--- src/asf_pkg.sv ---
// package: flag register layout, instruction and addressing-mode codes
package asf_pkg;
   localparam int unsigned ASF_DW       = 8;
   localparam int unsigned ASF_FW       = 5;
   localparam int unsigned ASF_N_BIT    = 4;
   localparam int unsigned ASF_SOVF_BIT = 3;
   localparam int unsigned ASF_Z_BIT    = 2;
   localparam int unsigned ASF_NCY_BIT  = 1;
   localparam int unsigned ASF_C_BIT    = 0;
   localparam int unsigned ASF_MSB      = 7;
   localparam int unsigned ASF_LSB      = 0;
   localparam int unsigned ASF_NIB_HI   = 4;
   localparam int unsigned ASF_NIB_LO   = 3;
   localparam logic [7:0]  ASF_ZERO8    = 8'h00;
   localparam logic [7:0]  ASF_ONE8     = 8'h01;
   localparam logic [4:0]  ASF_FLAGS_RST = 5'h00;
   localparam logic [2:0]  ASF_UNIMPL   = 3'h0;

   typedef enum logic [3:0] {
      ASF_OP_NOP          = 4'h0,
      ASF_OP_ADD_ACC_FILE = 4'h1,  // add_acc_file_instr
      ASF_OP_ADD_LIT      = 4'h2,  // add_literal_instr
      ASF_OP_SUB_FROM_LIT = 4'h3,  // sub_from_literal_instr: literal - acc
      ASF_OP_SUB_ACC_FILE = 4'h4,  // sub_acc_from_file_instr: file - acc
      ASF_OP_AND_ACC_FILE = 4'h5,  // logic and of acc and file
      ASF_OP_CLR_FILE     = 4'h6,  // clear_file_instr
      ASF_OP_BIT_CLR      = 4'h7,  // bit_clear_instr
      ASF_OP_BIT_SET      = 4'h8,  // bit_set_instr
      ASF_OP_NIB_SWAP     = 4'h9,  // nibble_swap_instr
      ASF_OP_MOVE_FF      = 4'ha,  // file_to_file_move_instr
      ASF_OP_MOVE_ACC     = 4'hb,  // acc_to_file_move_instr
      ASF_OP_ROT_RIGHT    = 4'hc,  // rotate_right_instr, through carry
      ASF_OP_ROT_LEFT     = 4'hd   // rotate_left_instr, through carry
   } asf_op_e;

   typedef enum logic [2:0] {
      ASF_AM_INHERENT = 3'h0,
      ASF_AM_LITERAL  = 3'h1,
      ASF_AM_DIRECT   = 3'h2,
      ASF_AM_INDIRECT = 3'h3,
      ASF_AM_INDEXED  = 3'h4
   } asf_am_e;

   // one bit per addressing mode, index = mode code
   typedef logic [4:0] asf_am_mask_t;
   localparam asf_am_mask_t ASF_AMM_INH  = 5'h01;
   localparam asf_am_mask_t ASF_AMM_LIT  = 5'h02;
   localparam asf_am_mask_t ASF_AMM_FILE = 5'h1c;  // direct, indirect, indexed

   function automatic asf_am_mask_t asf_modes_of(input asf_op_e op);
      asf_am_mask_t m;
      m = ASF_AMM_INH;
      case (op)
         ASF_OP_NOP:   m = ASF_AMM_INH;
         ASF_OP_ADD_LIT:      m = ASF_AMM_LIT;
         ASF_OP_SUB_FROM_LIT: m = ASF_AMM_LIT;
         default:      m = ASF_AMM_FILE;
      endcase
      return m;
   endfunction : asf_modes_of
endpackage : asf_pkg

--- src/asf_adder.sv ---
// adder: 8-bit sum with nibble carry, carry and signed overflow
`timescale 1ns/1ps
module asf_adder
   import asf_pkg::*;
(
   input  wire logic [7:0] a,
   input  wire logic [7:0] b,
   input  wire logic       cin,
   output logic      [7:0] sum,
   output logic            c_nib,
   output logic            c_out,
   output logic            ovf
);
   logic [4:0] lo;
   logic [4:0] hi;

   always_comb begin
      lo    = {1'b0, a[3:0]} + {1'b0, b[3:0]} + {4'h0, cin};
      hi    = {1'b0, a[7:4]} + {1'b0, b[7:4]} + {4'h0, lo[4]};
      sum   = {hi[3:0], lo[3:0]};
      c_nib = lo[4];
      c_out = hi[4];
      // sign flips only when both inputs share a sign the sum lacks
      ovf   = (a[ASF_MSB] == b[ASF_MSB]) && (sum[ASF_MSB] != a[ASF_MSB]);
   end
endmodule : asf_adder

--- src/alu_status_flags.sv ---
// alu status flags: flag derivation, flag register as operand, mode check
// Overview of operation
// - flag register may be the source or destination operand of any instruction.
// - flag-affecting instruction aimed at flags drops its result, updates flags instead.
// - clear aimed at flag register sets zero flag only, others unchanged.
// - bit clear/set, swap and both moves never touch flags; they write it directly.
// - top three bits unimplemented; read as zero, writes ignored.
// - negative flag (bit 4) copies result msb; clear leaves it unchanged.
// - overflow flag (bit 3) set when signed result changes sign wrongly.
// - zero flag (bit 2) set when arithmetic or logic result is zero.
// - add/subtract set nibble carry (bit 1) from carry out of bit 3.
// - add/subtract set carry (bit 0) from carry out of msb.
// - subtract adds two's complement; carries mean "no borrow".
// - rotates load nibble carry from source bit 4 or bit 3.
// - rotates load carry from source high or low bit.
// - inherent, literal, direct, indirect modes; each op allows at most three.
// - indexed literal offset mode only when extended set enable is one.
`timescale 1ns/1ps
module alu_status_flags
   import asf_pkg::*;
(
   input  wire logic       clk_sys,
   input  wire logic       resetn,
   input  wire logic       instr_valid,
   input  wire asf_op_e    instr_op,
   input  wire asf_am_e    instr_mode,
   input  wire logic [7:0] file_data,
   input  wire logic [7:0] acc_data,
   input  wire logic [7:0] literal_data,
   input  wire logic [2:0] bit_sel,
   input  wire logic       src_is_flags,
   input  wire logic       dest_is_flags,
   input  wire logic       extended_set_enable,
   output logic      [7:0] result_out,
   output logic            result_write,
   output logic      [7:0] alu_flags,
   output logic            mode_fault
);
   typedef struct packed {
      logic [4:0] flags;
      logic [7:0] result;
      logic       write;
      logic       fault;
   } asf_state_s;

   asf_state_s st_reg;
   asf_state_s st_next;

   logic [7:0] flags_rd;
   logic [7:0] src_val;
   logic [7:0] add_a;
   logic [7:0] add_b;
   logic       add_cin;
   logic [7:0] add_sum;
   logic       add_cnib;
   logic       add_cout;
   logic       add_ovf;

   // flag register as read operand, upper bits tied low
   assign flags_rd = {ASF_UNIMPL, st_reg.flags};
   assign src_val  = src_is_flags ? flags_rd : file_data;

   always_comb begin
      add_a   = acc_data;
      add_b   = src_val;
      add_cin = 1'b0;
      case (instr_op)
         ASF_OP_ADD_LIT: add_b = literal_data;
         ASF_OP_SUB_FROM_LIT: begin
            add_a   = literal_data;
            add_b   = ~acc_data;
            add_cin = 1'b1;
         end
         ASF_OP_SUB_ACC_FILE: begin
            add_a   = src_val;
            add_b   = ~acc_data;
            add_cin = 1'b1;
         end
         default: begin
            add_a   = acc_data;
            add_b   = src_val;
            add_cin = 1'b0;
         end
      endcase
   end

   asf_adder i_asf_adder (
      .a     (add_a),
      .b     (add_b),
      .cin   (add_cin),
      .sum   (add_sum),
      .c_nib (add_cnib),
      .c_out (add_cout),
      .ovf   (add_ovf)
   );

   always_comb begin
      logic [7:0] res;
      logic [4:0] fl;
      logic       affects;
      logic       mode_ok;
      asf_am_mask_t modes;
      res     = ASF_ZERO8;
      modes   = asf_modes_of(instr_op);
      fl      = st_reg.flags;
      affects = 1'b0;
      mode_ok = 1'b0;
      st_next = st_reg;
      st_next.write = 1'b0;
      st_next.fault = 1'b0;
      // indexed mode exists only with the extended set
      // undefined mode codes refused rather than indexing past the mask
      mode_ok = (instr_mode <= ASF_AM_INDEXED) && modes[instr_mode]
                && !(instr_mode == ASF_AM_INDEXED && !extended_set_enable);
      if (instr_valid && !mode_ok) begin
         st_next.fault = 1'b1;
      end else if (instr_valid) begin
         case (instr_op)
            ASF_OP_ADD_ACC_FILE, ASF_OP_ADD_LIT, ASF_OP_SUB_FROM_LIT, ASF_OP_SUB_ACC_FILE: begin
               res                = add_sum;
               affects            = 1'b1;
               fl[ASF_N_BIT]      = res[ASF_MSB];
               fl[ASF_SOVF_BIT]   = add_ovf;
               fl[ASF_Z_BIT]      = (res == ASF_ZERO8);
               fl[ASF_NCY_BIT]    = add_cnib;
               fl[ASF_C_BIT]      = add_cout;
            end
            ASF_OP_AND_ACC_FILE: begin
               res                = acc_data & src_val;
               affects            = 1'b1;
               fl[ASF_N_BIT]      = res[ASF_MSB];
               fl[ASF_Z_BIT]      = (res == ASF_ZERO8);
            end
            ASF_OP_CLR_FILE: begin
               res                = ASF_ZERO8;
               affects            = 1'b1;
               fl[ASF_Z_BIT]      = 1'b1;
            end
            ASF_OP_ROT_RIGHT: begin
               res                = {st_reg.flags[ASF_C_BIT], src_val[ASF_MSB:1]};
               affects            = 1'b1;
               fl[ASF_C_BIT]      = src_val[ASF_LSB];
               fl[ASF_NCY_BIT]    = src_val[ASF_NIB_HI];
               fl[ASF_N_BIT]      = res[ASF_MSB];
               fl[ASF_Z_BIT]      = (res == ASF_ZERO8);
            end
            ASF_OP_ROT_LEFT: begin
               res                = {src_val[ASF_MSB-1:0], st_reg.flags[ASF_C_BIT]};
               affects            = 1'b1;
               fl[ASF_C_BIT]      = src_val[ASF_MSB];
               fl[ASF_NCY_BIT]    = src_val[ASF_NIB_LO];
               fl[ASF_N_BIT]      = res[ASF_MSB];
               fl[ASF_Z_BIT]      = (res == ASF_ZERO8);
            end
            ASF_OP_BIT_CLR:  res = src_val & ~(ASF_ONE8 << bit_sel);
            ASF_OP_BIT_SET:  res = src_val | (ASF_ONE8 << bit_sel);
            ASF_OP_NIB_SWAP: res = {src_val[3:0], src_val[7:4]};
            ASF_OP_MOVE_FF:  res = src_val;
            ASF_OP_MOVE_ACC: res = acc_data;
            default:      res = ASF_ZERO8;
         endcase
         if (instr_op != ASF_OP_NOP) begin
            if (dest_is_flags && affects) begin
               // computed value dropped, so e.g. a clear can leave flags nonzero
               st_next.flags = fl;
            end else if (dest_is_flags) begin
               st_next.flags = res[ASF_FW-1:0];
               st_next.write = 1'b1;
               st_next.result = res;
            end else begin
               st_next.flags  = fl;
               st_next.write  = 1'b1;
               st_next.result = res;
            end
         end
      end
   end

   // flags and result land on the same edge; synchronous reset clears flags to zero
   always_ff @(posedge clk_sys) begin
      if (!resetn) begin
         st_reg.flags  <= ASF_FLAGS_RST;
         st_reg.result <= ASF_ZERO8;
         st_reg.write  <= 1'b0;
         st_reg.fault  <= 1'b0;
      end else begin
         st_reg <= st_next;
      end
   end

   assign result_out   = st_reg.result;
   assign result_write = st_reg.write;
   assign alu_flags    = {ASF_UNIMPL, st_reg.flags};
   assign mode_fault   = st_reg.fault;
endmodule : alu_status_flags

--- config.mk ---
export PLATFORM = sky130hd
export DESIGN_NAME = alu_status_flags
export DESIGN_NICKNAME = d
export VERILOG_FILES = /design/src/asf_pkg.sv /design/src/asf_adder.sv /design/src/alu_status_flags.sv
export SDC_FILE = /design/constraint.sdc
export NUM_CORES = 1
export LEC_CHECK = 0
export ABC_CLOCK_PERIOD_IN_PS = 11670
export BUFFER_PORTS_ARGS = -buffer_cell sky130_fd_sc_hd__clkbuf_2
export CORE_UTILIZATION = 60
export DETAILED_ROUTE_END_ITERATION = 12
export PLACE_DENSITY = 0.88
export SYNTH_ARGS = -nofsm -noshare
export SYNTH_HDL_FRONTEND = slang
export SYNTH_SLANG_ARGS = --single-unit
--- constraint.sdc ---
create_clock -name clk_sys -period 11.67 [get_ports clk_sys]
set_input_delay 1.7505 -clock clk_sys [delete_from_list [all_inputs] [get_ports clk_sys]]
set_output_delay 1.7505 -clock clk_sys [all_outputs]
set_load 0.02 [all_outputs]
==> reports/qor.csv <==
metric;value;unit
outcome;completed;
avgRoutedWirePerCell;21.1;um
crit_arrival;6600;ps
die_h;66.2;um
vias;3193;
clock.fmax;156;MHz
fin_nets;442;
async_flop_share;0;
synth_top_area_share;0.121;
overflow;0;
seq_area_frac_synth;0.121;
synth_common_cells;nor2_1, nand2_1, a21oi_1;
synth-seq-cells;15;
whs;463;ps
cp-start-kind;input pin;
ant_nets;0;
yosys_warnings;0;
clkTransAtPathRegs;70;ps
yosysMostFrequentCell;nor2_1;
fillers;315;
antenna_cells;0;
max-cap-violations;0;
cts_sinks;15;
rows;22;
io_buffers;54;
drt-initial-drc-count;594;
start_util;0.652;
setup_tns;0;ps
first_global_vias;2884;
p_leak;1.14;nW
post_cts_buffers;0;
synth_top_cell_by_area;dfxtp_1;
firstDrtPassIters;8;
die_area;4390;um^2
layout-drive-gt1-share;0.164;
crit_path_end_kind;flip-flop;
relSlewSlack;0.337;
ctsResizeCount;0;
grt_max_degree;40;
synthCells;357;
critPathKind;in -> reg;
power.density;81.2;nW/um^2
routed_wl;9.26;mm
placed_cells;435;
cts_buffers;3;
yosys-top-cells-area;dfxtp_1, a21oi_1, nor2_1;
syn2layout_area_growth;10.2;%
antenna_found_initial;0;
h-tree-depth;1;
io_pins;58;
crit_fanout;39;
grt_pass1_wl;14.6;mm
fp.dieW;66.2;um
vias_per_cell;7.27;
fin_worst_skew;4.50;ps
critPathRequiredTime;11850;ps
worst_pin_slew;966;ps
place.gp.congestion;1.04;
hold_viol;0;
core-area;3800;um^2
finalSetupViolations;0;
detailed_place_hpwl;6.89;mm
cts_buffer_depth;2;
ys.flop_type;dfxtp_1;
timing.final.crit_share;0.550;
fin_crit;6420;ps
stdcell_count;439;
cts_tree;yes;
track_usage;0.443;
ys_types;67;
cts_root_buffer;clkbuf_8;
remaining_drc_errors;0;
clock_latency;250;ps
cts.hold.buffers_added;0;
avgSynthCellArea;6.94;um^2
reg2reg_slack;7450;ps
synth_edf_count;0;
rsz0062_at_grt;no;
peakVddDrop;0.0546;mV
hold_path.class;reg -> reg;
report.final.slew_viol_count;0;
syn_area;2480;um^2
## metrics by stage
step | power (W) | cell area (um^2) | setup slack (ps) | util
after floorplan | 0.000137 | 2480 | 6010 | -
after global placement | 0.000170 | 2680 | 5330 | 0.707
after detailed placement | 0.000172 | 2680 | 5130 | 0.707
after CTS | 0.000214 | 2730 | 5380 | 0.718
after global routing | 0.000232 | 2730 | 5010 | 0.718
final | 0.000222 | 2730 | 5250 | 0.718
## report_power, final
| part | switching, W | internal, W | total, W |
|---|---|---|---|
| sequential | 0.00000365 | 0.0000544 | 0.0000580 |
| combinational | 0.0000761 | 0.0000433 | 0.000119 |
| clock | 0.0000200 | 0.0000242 | 0.0000443 |
| total | 0.0000997 | 0.000122 | 0.000222 |
## logic make-up (layout without fill, tap and decap cells)
family,after synthesis,in the layout,share of synthesized area
compound gates,128,128,0.356
xor+xnor,5,5,0.0177
fa+ha+maj,10,10,0.0627
buf+inv,38,70,0.0738
flops,15,15,0.121
mux,13,13,0.0541
other cells,1,3,0.00151
simple gates,147,147,0.313
## final cells by class
class	count	area [um^2]	share of cell area
Clock buffer	4	45.0	0.0165
Inverter	10	37.5	0.0138
Timing Repair Buffer	56	285	0.105
Tap cell	48	60.1	0.0220
Sequential cell	15	300	0.110
Multi-Input combinational cell	306	2000	0.733
## layout by cell type, fill, tap and decap left out, drive strengths merged, types with 4 or more instances in the layout
master | Yosys | routed
a211oi | 4 | 4
a21o | 4 | 4
a21oi | 31 | 31
a221o | 7 | 7
a31oi | 8 | 8
clkbuf | 9 | 58
dfxtp | 15 | 15
fa | 4 | 4
ha | 6 | 6
inv | 10 | 10
mux2i | 10 | 10
nand2 | 32 | 32
nand2b | 13 | 13
nand3 | 7 | 7
nand3b | 6 | 6
nor2 | 37 | 37
nor2b | 17 | 17
nor3 | 8 | 8
o2111ai | 6 | 6
o211ai | 6 | 6
o21ai | 20 | 20
o221ai | 6 | 6
o22ai | 8 | 8
xnor2 | 4 | 4
## worst paths after layout
kind / to / cells after the start / start
setup / recovery: alu_flags[2]$_SDFFE_PN0P_ / 16 / instr_op[0]
hold / removal: result_out[7]$_SDFFE_PN0P_ / 2 / result_out[7]$_SDFFE_PN0P_
setup reg to reg: alu_flags[2]$_SDFFE_PN0P_ / 14 / alu_flags[2]$_SDFFE_PN0P_
hold reg to reg: result_out[7]$_SDFFE_PN0P_ / 2 / result_out[7]$_SDFFE_PN0P_
## worst max-delay path, stage by stage
cell      delay [ps]
clkbuf_2         450
or3b_2           650
a21oi_1          710
o21ai_0          240
fa_1             480
fa_1             420
nor2b_1          130
o21ai_0           80
nand2b_1         120
fa_1             220
fa_1             460
nor4b_1          330
nand2_1          100
nor3_1           180
nand3_1          110
a31oi_1          170
## routing by layer
| metal | GRT usage | routed length, um |
|---|---|---|
| met5 | 0 | 0 |
| met4 | 0.210 | 495 |
| met3 | 0.124 | 1420 |
| met1 | 0.582 | 3370 |
| met2 | 0.659 | 3970 |
## sequential cells by signal, indices dropped and copies added (netlist names)
signal        flops
result_out        8
alu_flags         5
mode_fault        1
result_write      1
Note: power is estimated with default switching activity, not from simulation.
